## config.mk

```make
export PLATFORM = sky130hd
export DESIGN_NAME = scc_top
export DESIGN_NICKNAME = d
export VERILOG_FILES = /design/src/design/scc_pkg.sv /design/src/design/scc_top.sv
export VERILOG_INCLUDE_DIRS = /design/src /design/src/design
export SDC_FILE = /design/constraint.sdc
export NUM_CORES = 2
export LEC_CHECK = 0
export BUFFER_PORTS_ARGS = -buffer_cell sky130_fd_sc_hd__buf_2
export CORE_MARGIN = 3
export CORE_UTILIZATION = 55
export DETAILED_ROUTE_END_ITERATION = 8
export PLACE_DENSITY = 0.76
export SLEW_MARGIN = 30
export SYNTH_ARGS = -nofsm -noshare
export SYNTH_HDL_FRONTEND = slang
export SYNTH_SLANG_ARGS = --single-unit
```

## constraint.sdc

```tcl
create_clock -name i_clock -period 5.4 [get_ports i_clock]
set_input_delay 1.08 -clock i_clock [delete_from_list [all_inputs] [get_ports i_clock]]
set_output_delay 1.08 -clock i_clock [all_outputs]
set_load 0.02 [all_outputs]
```

## src/design/scc_params.svh

```systemverilog
// Offsets, field positions, reset values and fixed addresses of the system control coprocessor
`ifndef SCC_PARAMS_SVH
`define SCC_PARAMS_SVH

// Register numbers
`define SCC_REG_INSTR_SPACE_BASE 5'h00
`define SCC_REG_INSTR_SPACE_BOUND 5'h01
`define SCC_REG_DATA_SPACE_BASE 5'h02
`define SCC_REG_DATA_SPACE_BOUND 5'h03
`define SCC_REG_FAULTING_VADDR 5'h08
`define SCC_REG_CYCLE_COUNT 5'h09
`define SCC_REG_TIMER_COMPARE 5'h0b
`define SCC_REG_PROCESSOR_STATUS 5'h0c
`define SCC_REG_EXCEPTION_CAUSE 5'h0d
`define SCC_REG_EXCEPTION_RETURN_PC 5'h0e
`define SCC_REG_PROCESSOR_IDENTITY 5'h0f
`define SCC_REG_CACHE_SYSTEM_ATTR 5'h10
`define SCC_REG_REGION_CACHE_ALG 5'h11
`define SCC_REG_INSTR_WATCH 5'h12
`define SCC_REG_DATA_WATCH 5'h13
`define SCC_REG_EVENT_STATUS 5'h14
`define SCC_REG_EVENT_MASK 5'h15
`define SCC_REG_CACHE_DIAG_CHECK 5'h1a
`define SCC_REG_CACHE_FAULT_INFO 5'h1b
`define SCC_REG_CACHE_TAG_LOW 5'h1c
`define SCC_REG_CACHE_FAULT_RET_PC 5'h1e

// Processor status fields
`define SCC_ST_INT_ENABLE 0
`define SCC_ST_EXC_LEVEL 1
`define SCC_ST_USER_MODE 4
`define SCC_ST_WATCH_ENABLE 21
`define SCC_ST_INT_VECTOR 22
`define SCC_ST_CP1_ENABLE 28
`define SCC_ST_USER_CP0 29
`define SCC_STATUS_RESET 32'h0000_0000

// Exception cause fields
`define SCC_CAUSE_CODE_LSB 2
`define SCC_CAUSE_SOFT_LSB 8
`define SCC_CAUSE_TIMER_BIT 15

// Event bits of the sticky status and mask registers
`define SCC_EV_TIMER 0
`define SCC_EV_ADDR_FAULT 1
`define SCC_EV_WATCH 2
`define SCC_EV_COUNT 3

// Segment boundaries and fixed mapping
`define SCC_CACHED_KSEG_START 32'h8000_0000
`define SCC_UNCACHED_KSEG_START 32'ha000_0000
`define SCC_UPPER_KSEG_START 32'hc000_0000
`define SCC_KSEG_PHYS_MASK 32'h1fff_ffff
`define SCC_CACHE_ATTR_UNCACHED 4'h2

// Exception vectors and identity value (arbitrary)
`define SCC_GENERAL_VECTOR 32'h8000_0100
`define SCC_INTERRUPT_VECTOR 32'h8000_0200
`define SCC_IDENTITY_VALUE 32'h0000_5a01
`define SCC_WORD_RESET 32'h0000_0000

`endif

```

## src/design/scc_pkg.sv

```systemverilog
// Types shared by the system control coprocessor and its partners
package scc_pkg;

    // Kind of pipeline access
    typedef enum logic [1:0] {SCC_FETCH, SCC_LOAD, SCC_STORE} scc_kind_type;

    // Access presented by the pipeline
    typedef struct packed {
        logic valid;
        scc_kind_type kind;
        logic [31:0] vaddr;
    } scc_access_type;

    // Translation answer
    typedef struct packed {
        logic valid;
        logic fault;
        logic watch;
        logic [3:0] cache_attr;
        logic [31:0] paddr;
    } scc_result_type;

    // Exception entry reported by the pipeline
    typedef struct packed {
        logic take;
        logic is_int;
        logic [4:0] code;
        logic [31:0] pc;
    } scc_exc_type;

endpackage : scc_pkg

```

## src/design/scc_top.sv

```systemverilog
// System control coprocessor: privileged registers, modes, base-bounds translation, timer, watch
//
// Implementation choice: strobed register access.
`timescale 1ns/1ps
`include "scc_params.svh"

module scc_top
    import scc_pkg::*;
(
    input wire logic i_clock,
    input wire logic i_srst,
    input wire logic [4:0] i_reg_addr,
    input wire logic [31:0] i_reg_wdata,
    input wire logic i_reg_write,
    input wire logic i_reg_read,
    output logic [31:0] o_reg_rdata,
    output logic o_reg_denied,
    input wire scc_access_type i_access,
    output scc_result_type o_result,
    input wire scc_exc_type i_exc,
    input wire logic i_exc_return,
    output logic [31:0] o_exc_vector,
    output logic o_kernel_mode,
    output logic o_cp1_enable,
    output logic o_irq
);

    // ------------------------------------------------------------
    // Register storage
    // ------------------------------------------------------------
    logic [31:0] instr_space_base;
    logic [31:0] instr_space_bound;
    logic [31:0] data_space_base;
    logic [31:0] data_space_bound;
    logic [31:0] faulting_virtual_address;
    logic [31:0] cycle_count;
    logic [31:0] timer_compare;
    logic [31:0] processor_status;
    logic [4:0] cause_code;
    logic [1:0] cause_soft;
    logic [31:0] exception_return_pc;
    logic [31:0] cache_system_attributes;
    logic [31:0] region_cache_algorithm;
    logic [31:0] instr_watch_address;
    logic [31:0] data_watch_address;
    logic [31:0] cache_diag_check_bits;
    logic [31:0] cache_tag_low;
    logic [31:0] cache_fault_return_pc;
    logic [`SCC_EV_COUNT-1:0] event_status;
    logic [`SCC_EV_COUNT-1:0] event_mask;
    logic count_phase;

    // ------------------------------------------------------------
    // Mode and privilege
    // ------------------------------------------------------------
    // Kernel whenever the user bit is clear or an exception is in service
    wire kernel_mode = ~processor_status[`SCC_ST_USER_MODE] | processor_status[`SCC_ST_EXC_LEVEL];
    wire reg_allowed = kernel_mode | processor_status[`SCC_ST_USER_CP0];
    wire wr_ok = i_reg_write & reg_allowed;
    wire rd_ok = i_reg_read & reg_allowed;
    wire next_denied = (i_reg_write | i_reg_read) & ~reg_allowed;

    // Write decode, one enable per writable number
    wire wr_instr_space_base = wr_ok & (i_reg_addr == `SCC_REG_INSTR_SPACE_BASE);
    wire wr_instr_space_bound = wr_ok & (i_reg_addr == `SCC_REG_INSTR_SPACE_BOUND);
    wire wr_data_space_base = wr_ok & (i_reg_addr == `SCC_REG_DATA_SPACE_BASE);
    wire wr_data_space_bound = wr_ok & (i_reg_addr == `SCC_REG_DATA_SPACE_BOUND);
    wire wr_count = wr_ok & (i_reg_addr == `SCC_REG_CYCLE_COUNT);
    wire wr_compare = wr_ok & (i_reg_addr == `SCC_REG_TIMER_COMPARE);
    wire wr_status = wr_ok & (i_reg_addr == `SCC_REG_PROCESSOR_STATUS);
    wire wr_cause = wr_ok & (i_reg_addr == `SCC_REG_EXCEPTION_CAUSE);
    wire wr_epc = wr_ok & (i_reg_addr == `SCC_REG_EXCEPTION_RETURN_PC);
    wire wr_config = wr_ok & (i_reg_addr == `SCC_REG_CACHE_SYSTEM_ATTR);
    wire wr_region_cache_algorithm = wr_ok & (i_reg_addr == `SCC_REG_REGION_CACHE_ALG);
    wire wr_instr_watch_address = wr_ok & (i_reg_addr == `SCC_REG_INSTR_WATCH);
    wire wr_data_watch_address = wr_ok & (i_reg_addr == `SCC_REG_DATA_WATCH);
    wire wr_evstat = wr_ok & (i_reg_addr == `SCC_REG_EVENT_STATUS);
    wire wr_evmask = wr_ok & (i_reg_addr == `SCC_REG_EVENT_MASK);
    wire wr_ecc = wr_ok & (i_reg_addr == `SCC_REG_CACHE_DIAG_CHECK);
    wire wr_cache_tag_low = wr_ok & (i_reg_addr == `SCC_REG_CACHE_TAG_LOW);
    wire wr_errpc = wr_ok & (i_reg_addr == `SCC_REG_CACHE_FAULT_RET_PC);

    // ------------------------------------------------------------
    // Timer
    // ------------------------------------------------------------
    // half rate tick
    wire count_tick = count_phase;
    wire [31:0] next_count = wr_count ? i_reg_wdata : (count_tick ? cycle_count + 32'h0000_0001 : cycle_count);
    wire timer_event = (next_count != cycle_count) & (next_count == timer_compare);

    // ------------------------------------------------------------
    // Address translation
    // ------------------------------------------------------------
    wire [31:0] vaddr = i_access.vaddr;
    wire is_fetch = (i_access.kind == SCC_FETCH);
    wire in_user_seg = (vaddr < `SCC_CACHED_KSEG_START);
    wire in_uncached_seg = (vaddr >= `SCC_UNCACHED_KSEG_START) & (vaddr < `SCC_UPPER_KSEG_START);
    wire in_upper_seg = (vaddr >= `SCC_UPPER_KSEG_START);
    wire [31:0] sel_base = is_fetch ? instr_space_base : data_space_base;
    wire [31:0] sel_bound = is_fetch ? instr_space_bound : data_space_bound;
    wire in_bound = (vaddr <= sel_bound);
    wire user_access = ~kernel_mode;
    wire seg_fault = user_access & ~in_user_seg;
    wire bound_fault = user_access & in_user_seg & ~in_bound;
    wire addr_fault = i_access.valid & (seg_fault | bound_fault);
    wire [31:0] user_paddr = vaddr + sel_base;
    wire [31:0] kernel_paddr = (in_upper_seg | in_user_seg) ? vaddr : (vaddr & `SCC_KSEG_PHYS_MASK);
    wire [31:0] next_paddr = addr_fault ? `SCC_WORD_RESET : (user_access ? user_paddr : kernel_paddr);
    wire [2:0] region = vaddr[31:29];
    wire [3:0] region_attr = region_cache_algorithm[{region, 2'b00} +: 4];
    wire [3:0] next_attr = in_uncached_seg ? `SCC_CACHE_ATTR_UNCACHED : region_attr;
    wire instr_watch_address_hit = is_fetch & (vaddr[31:2] == instr_watch_address[31:2]);
    wire data_watch_address_hit = ~is_fetch & (vaddr[31:2] == data_watch_address[31:2]);
    wire watch_hit = i_access.valid & ~addr_fault & processor_status[`SCC_ST_WATCH_ENABLE]
        & (instr_watch_address_hit | data_watch_address_hit);

    // ------------------------------------------------------------
    // Event flags and interrupt
    // ------------------------------------------------------------
    wire [`SCC_EV_COUNT-1:0] event_in;
    assign event_in[`SCC_EV_TIMER] = timer_event;
    assign event_in[`SCC_EV_ADDR_FAULT] = addr_fault;
    assign event_in[`SCC_EV_WATCH] = watch_hit;
    wire [`SCC_EV_COUNT-1:0] next_event_status;

    // Set beats a same-cycle write-one-to-clear, so no event is lost
    genvar ev;
    generate
        for (ev = 0; ev < `SCC_EV_COUNT; ev++)
        begin : g_event
            assign next_event_status[ev] = event_in[ev] | (event_status[ev] & ~(wr_evstat & i_reg_wdata[ev]));
        end
    endgenerate

    wire next_irq = |(event_status & event_mask);

    // ------------------------------------------------------------
    // Exception entry and vector
    // ------------------------------------------------------------
    // separate interrupt vector
    wire use_int_vector = i_exc.is_int & processor_status[`SCC_ST_INT_VECTOR];
    wire [31:0] next_vector = use_int_vector ? `SCC_INTERRUPT_VECTOR : `SCC_GENERAL_VECTOR;
    wire [31:0] status_sw = wr_status ? i_reg_wdata : processor_status;
    wire [31:0] next_status = i_exc.take ? (status_sw | (32'h0000_0001 << `SCC_ST_EXC_LEVEL))
        : (i_exc_return ? (status_sw & ~(32'h0000_0001 << `SCC_ST_EXC_LEVEL)) : status_sw);

    // ------------------------------------------------------------
    // Read selection
    // ------------------------------------------------------------
    wire [31:0] cause_value = ({31'h0000_0000, event_status[`SCC_EV_TIMER]} << `SCC_CAUSE_TIMER_BIT)
        | ({30'h0000_0000, cause_soft} << `SCC_CAUSE_SOFT_LSB)
        | ({27'h0000_0000, cause_code} << `SCC_CAUSE_CODE_LSB);
    logic [31:0] read_value;

    always_comb
    begin
        read_value = `SCC_WORD_RESET;
        case (i_reg_addr)
            `SCC_REG_INSTR_SPACE_BASE: read_value = instr_space_base;
            `SCC_REG_INSTR_SPACE_BOUND: read_value = instr_space_bound;
            `SCC_REG_DATA_SPACE_BASE: read_value = data_space_base;
            `SCC_REG_DATA_SPACE_BOUND: read_value = data_space_bound;
            `SCC_REG_FAULTING_VADDR: read_value = faulting_virtual_address;
            `SCC_REG_CYCLE_COUNT: read_value = cycle_count;
            `SCC_REG_TIMER_COMPARE: read_value = timer_compare;
            `SCC_REG_PROCESSOR_STATUS: read_value = processor_status;
            `SCC_REG_EXCEPTION_CAUSE: read_value = cause_value;
            `SCC_REG_EXCEPTION_RETURN_PC: read_value = exception_return_pc;
            `SCC_REG_PROCESSOR_IDENTITY: read_value = `SCC_IDENTITY_VALUE;
            `SCC_REG_CACHE_SYSTEM_ATTR: read_value = cache_system_attributes;
            `SCC_REG_REGION_CACHE_ALG: read_value = region_cache_algorithm;
            `SCC_REG_INSTR_WATCH: read_value = instr_watch_address;
            `SCC_REG_DATA_WATCH: read_value = data_watch_address;
            `SCC_REG_EVENT_STATUS: read_value = {29'h0000_0000, event_status};
            `SCC_REG_EVENT_MASK: read_value = {29'h0000_0000, event_mask};
            `SCC_REG_CACHE_DIAG_CHECK: read_value = cache_diag_check_bits;
            `SCC_REG_CACHE_FAULT_INFO: read_value = `SCC_WORD_RESET;
            `SCC_REG_CACHE_TAG_LOW: read_value = cache_tag_low;
            `SCC_REG_CACHE_FAULT_RET_PC: read_value = cache_fault_return_pc;
            default: read_value = `SCC_WORD_RESET;
        endcase
    end

    // ------------------------------------------------------------
    // Register bus answer
    // ------------------------------------------------------------
    // Data only in the cycle after the read strobe, zero otherwise
    always_ff @(posedge i_clock)
    begin
        if (i_srst)
        begin
            o_reg_rdata <= `SCC_WORD_RESET;
            o_reg_denied <= 1'b0;
        end
        else
        begin
            o_reg_rdata <= rd_ok ? read_value : `SCC_WORD_RESET;
            o_reg_denied <= next_denied;
        end
    end

    // ------------------------------------------------------------
    // Translation, watch and diagnostic registers
    // ------------------------------------------------------------
    // only decoded numbers store
    always_ff @(posedge i_clock)
    begin
        if (i_srst)
        begin
            instr_space_base <= `SCC_WORD_RESET;
            instr_space_bound <= `SCC_WORD_RESET;
            data_space_base <= `SCC_WORD_RESET;
            data_space_bound <= `SCC_WORD_RESET;
            region_cache_algorithm <= `SCC_WORD_RESET;
            instr_watch_address <= `SCC_WORD_RESET;
            data_watch_address <= `SCC_WORD_RESET;
            cache_system_attributes <= `SCC_WORD_RESET;
            cache_diag_check_bits <= `SCC_WORD_RESET;
            cache_tag_low <= `SCC_WORD_RESET;
            cache_fault_return_pc <= `SCC_WORD_RESET;
        end
        else
        begin
            if (wr_instr_space_base) instr_space_base <= i_reg_wdata;
            if (wr_instr_space_bound) instr_space_bound <= i_reg_wdata;
            if (wr_data_space_base) data_space_base <= i_reg_wdata;
            if (wr_data_space_bound) data_space_bound <= i_reg_wdata;
            if (wr_region_cache_algorithm) region_cache_algorithm <= i_reg_wdata;
            if (wr_instr_watch_address) instr_watch_address <= i_reg_wdata;
            if (wr_data_watch_address) data_watch_address <= i_reg_wdata;
            if (wr_config) cache_system_attributes <= i_reg_wdata; // Plain storage; cache logic lives elsewhere
            if (wr_ecc) cache_diag_check_bits <= i_reg_wdata;
            if (wr_cache_tag_low) cache_tag_low <= i_reg_wdata;
            if (wr_errpc) cache_fault_return_pc <= i_reg_wdata;
        end
    end

    // ------------------------------------------------------------
    // Timer registers
    // ------------------------------------------------------------
    // phase toggles every cycle, a count write clears it
    always_ff @(posedge i_clock)
    begin
        if (i_srst)
        begin
            cycle_count <= `SCC_WORD_RESET;
            count_phase <= 1'b0;
            timer_compare <= `SCC_WORD_RESET;
        end
        else
        begin
            cycle_count <= next_count;
            count_phase <= wr_count ? 1'b0 : ~count_phase;
            if (wr_compare) timer_compare <= i_reg_wdata;
        end
    end

    // ------------------------------------------------------------
    // Status, cause and exception state
    // ------------------------------------------------------------
    // reset lands in kernel
    always_ff @(posedge i_clock)
    begin
        if (i_srst)
        begin
            processor_status <= `SCC_STATUS_RESET;
            cause_code <= 5'h00;
            cause_soft <= 2'h0;
            exception_return_pc <= `SCC_WORD_RESET;
            o_exc_vector <= `SCC_GENERAL_VECTOR;
        end
        else
        begin
            processor_status <= next_status;
            if (wr_cause) cause_soft <= i_reg_wdata[`SCC_CAUSE_SOFT_LSB +: 2];
            if (i_exc.take)
            begin
                cause_code <= i_exc.code;
                exception_return_pc <= i_exc.pc;
                o_exc_vector <= next_vector;
            end
            else if (wr_epc)
            begin
                exception_return_pc <= i_reg_wdata;
            end
        end
    end

    // ------------------------------------------------------------
    // Access answer and fault capture
    // ------------------------------------------------------------
    // capture bad address
    always_ff @(posedge i_clock)
    begin
        if (i_srst)
        begin
            faulting_virtual_address <= `SCC_WORD_RESET;
            o_result <= '0;
        end
        else
        begin
            if (addr_fault) faulting_virtual_address <= vaddr;
            o_result.valid <= i_access.valid;
            o_result.fault <= addr_fault;
            o_result.watch <= watch_hit;
            o_result.cache_attr <= i_access.valid ? next_attr : 4'h0;
            o_result.paddr <= i_access.valid ? next_paddr : `SCC_WORD_RESET;
        end
    end

    // ------------------------------------------------------------
    // Events, mask and mode outputs
    // ------------------------------------------------------------
    // Outputs registered so the pipeline sees stable levels
    always_ff @(posedge i_clock)
    begin
        if (i_srst)
        begin
            event_status <= '0;
            event_mask <= '0;
            o_irq <= 1'b0;
            o_kernel_mode <= 1'b1;
            o_cp1_enable <= 1'b0;
        end
        else
        begin
            event_status <= next_event_status;
            if (wr_evmask) event_mask <= i_reg_wdata[`SCC_EV_COUNT-1:0];
            o_irq <= next_irq;
            o_kernel_mode <= ~next_status[`SCC_ST_USER_MODE] | next_status[`SCC_ST_EXC_LEVEL];
            o_cp1_enable <= next_status[`SCC_ST_CP1_ENABLE];
        end
    end

endmodule : scc_top

```

==> reports/qor.csv <==
metric;value;unit
post-CTS setup repair buffer count;0;
Slew Viols, Final;0;
WL final;126000;um
H-tree depth;2;
row count;84;
top_reg_cell synth;dfxtp_1;
Worst-path clk slew;0.06;ns
latest clock arrival within the worst-skew pair;0.66;ns
post-synthesis cell area;0.0297;mm2
Synth area leader;dfxtp_1;
relative slew slack;24.0;%
Fmax achieved;236;MHz
CTS resizes;0;
Via density;6.70;
Avg Cell Area, Syn;7.75;um2
TritonRoute pass-1 iters;9;
# fillers;4784;
power per cell area;297;mW/mm2
Setup Slack @ Placement;0.520;ns
CTS root buf;clkbuf_16;
Critical Path Source Type;input pin;
outcome;finished, violations left;
CP Capture Type;register;
number of max-cap violations;0;
leakage;11.7;nW
crit share post-route;78.6;%
failing checks;design-rule violations;
post-DR wirelength/cell;27.4;um
GP Congestion;1.05;
commonest non-fill, non-tap cells in the layout;nand2_1, dfxtp_1, a21oi_1;
Switch Pwr;2.53;mW
Worst Path Required;5.93;ns
Die Ht;238;um
worst setup margin;1.16;ns
worst clock skew;0.0262;ns
sw frac;25.8;%
vias in the first global route;28300;
worst-margin pin slew;1.14;ns
Num Clock Sinks;602;
min cycle time layout;4.24;ns
Clk network pwr share;45.6;%
die area;0.0568;mm2
TritonCTS clock tree;done;
antenna-violating nets left;0;
first-pass GRT wire length;183000;um
synth unique cells;73;
share of cells above drive strength 1;12.2;%
Post-DP HPWL;82900;um
Ports;223;
core box area;0.0530;mm2
share of the synthesized area in the top cell type;40.6;%
Hold Fails Final Rpt;0;
Layout area overhead;11.3;%
post-synthesis instance total;3836;
initial antenna violation count;5;
pin count of the biggest net entering global routing;104;
worst hold path type;reg2reg;
Pint;7.28;mW
Combinational Power Share;7.9;%
unrepaired setup endpoints after global routing;false;
crit path kind;in2reg;
First DRT Iteration DRCs;5329;
number of enable flip-flop cells after synthesis;0;
Setup violations, final;0;
commonest non-fill, non-tap cell in the layout;nand2_1;
Max clock buf depth;3;
IO Port Bufs;192;
total CTS buffers;61;
DRC violations left;7;
crit-path max FO;4;
sequential cell area fraction in the yosys report;40.6;%
fin nets;4017;
die width;238;um
GRT Util Overall;42.8;%
Max VDD drop;0.000274;V
Synthesis Warnings;0;
ranking of synthesized cells by area;dfxtp_1, nand2_1, a21oi_1;
setup total negative slack;0;ns
Multi-input gate area;0.0164;mm2
initial core utilization;56.1;%
Seq cells post-synth;602;
register area;0.0121;mm2
Flop pwr share;46.5;%
vias after detailed routing;30700;
fraction of registers with async set/reset;0;%
CTS Hold Bufs;0;
GRT Residual Overflow;0;
worst path arrival time;4.78;ns
## state kept, by name, summed over array words and instances (netlist names), 3 cells and up
| signal | cells |
|---|---|
| cache_diag_check_bits | 32 |
| cycle_count | 32 |
| data_space_bound | 32 |
| region_cache_algorithm | 32 |
| instr_watch_address | 32 |
| faulting_virtual_address | 32 |
| exception_return_pc | 32 |
| o_reg_rdata | 32 |
| event_status | 3 |
| event_mask | 3 |
| data_watch_address | 32 |
| cause_code | 5 |
| data_space_base | 32 |
| cache_tag_low | 32 |
| cache_fault_return_pc | 32 |
| timer_compare | 32 |
| o_result | 39 |
| processor_status | 31 |
| cache_system_attributes | 32 |
| instr_space_bound | 32 |
| instr_space_base | 32 |
## power by group through the flow
stage	Sequential [mW]	Clock, mW	Combinational, mW
final	4.56	4.47	0.777
after global routing	4.56	4.63	0.812
after CTS	4.56	4.45	0.743
after detailed placement	4.65	0	0.740
after global placement	4.65	0	0.737
after floorplan	4.64	0	0.462
## final timing paths
check | slack (ns) | to | startpoint | cells past startpoint
hold reg to reg | 0.45 | processor_status[14]$_SDFFE_PP0P_ | processor_status[14]$_SDFFE_PP0P_ | 2
setup / recovery | 1.16 | o_result[30]$_SDFF_PP0_ | i_access[33] | 14
hold / removal | 0.45 | processor_status[14]$_SDFFE_PP0P_ | processor_status[14]$_SDFFE_PP0P_ | 2
setup reg to reg | 1.44 | event_status[0]$_SDFF_PP0_ | processor_status[29]$_SDFFE_PP0P_ | 10
## stage by stage
step / util, % / total power, mW / hold WS (ns) / cell area [um2] / instances
2_1_floorplan: - / 5.10 / 0.436 / 29800 / 3864
3_3_place_gp: 58.5 / 5.39 / 0.442 / 31000 / 4460
3_5_place_dp: 58.5 / 5.39 / 0.446 / 31000 / 4461
4_1_cts: 62.4 / 9.75 / 0.455 / 33100 / 4570
5_1_grt: 62.4 / 10.0 / 0.468 / 33100 / 4573
6_report: 62.5 / 9.81 / 0.454 / 33100 / 4574
## Yosys cell counts (all sizes together) (4+ instances only)
| cell | instances |
|---|---|
| nand4 | 49 |
| buf | 60 |
| and3 | 32 |
| clkbuf | 306 |
| dfxtp | 602 |
| a211oi | 22 |
| a21oi | 597 |
| o21ai | 41 |
| and4 | 7 |
| nor2b | 12 |
| nand3b | 4 |
| o22ai | 5 |
| a21o | 22 |
| or3 | 5 |
| nand2 | 1000 |
| nand2b | 9 |
| mux2i | 53 |
| o31ai | 6 |
| a22o | 69 |
| o21a | 10 |
| a31oi | 36 |
| ha | 64 |
| a222oi | 13 |
| a21boi | 4 |
| a22oi | 106 |
| nand3 | 120 |
| nor3 | 25 |
| xor2 | 87 |
| a31o | 4 |
| a221oi | 71 |
| o211ai | 4 |
| mux2 | 33 |
| inv | 17 |
| mux4 | 4 |
| and2 | 9 |
| or4 | 6 |
| xnor2 | 85 |
| o2111ai | 6 |
| nor2 | 146 |
| nor4 | 37 |
| or2 | 7 |
## final cells by class
type                    instances  area share (%)
inverters                      18           0.204
diodes                          4          0.0303
clock inverters                27            1.04
flip-flops and latches        602            36.4
clock buffers                  82            5.22
well taps                     688            2.60
multi-input cells            2878            49.6
repair buffers                275            4.90
## cells by family after synthesis
group,count (synthesis),synth area share [%]
compound gates,1044,21.8
xor+xnor,172,5.07
fa+ha+maj,65,2.76
buf+inv,384,5.31
flops,602,40.6
mux,90,3.38
other cells,2,0.0253
simple gates,1477,21.1
## per-layer routing
layer / track usage (%) / wire, um / vias to the layer above
li1: - / - / 13300
met1: 54.6 / 44300 / 14000
met2: 61.3 / 51100 / 2573
met3: 11.4 / 17700 / 740
met4: 33.6 / 12300 / 2
met5: 0 / 9 / -
## worst max-delay path, stage by stage
cell and delay, ns:
buf_2 0.11, nor2_4 0.25, mux2_2 0.39, ha_1 0.21, fa_1 0.43, a21o_1 0.18
a21o_1 0.21, a31oi_1 0.26, o2111ai_1 0.25, a211oi_1 0.47, o21bai_1 0.19, a221oi_1 0.39
nor4b_1 0.09, a221o_1 0.26
Power figures use the tool's default switching activity.
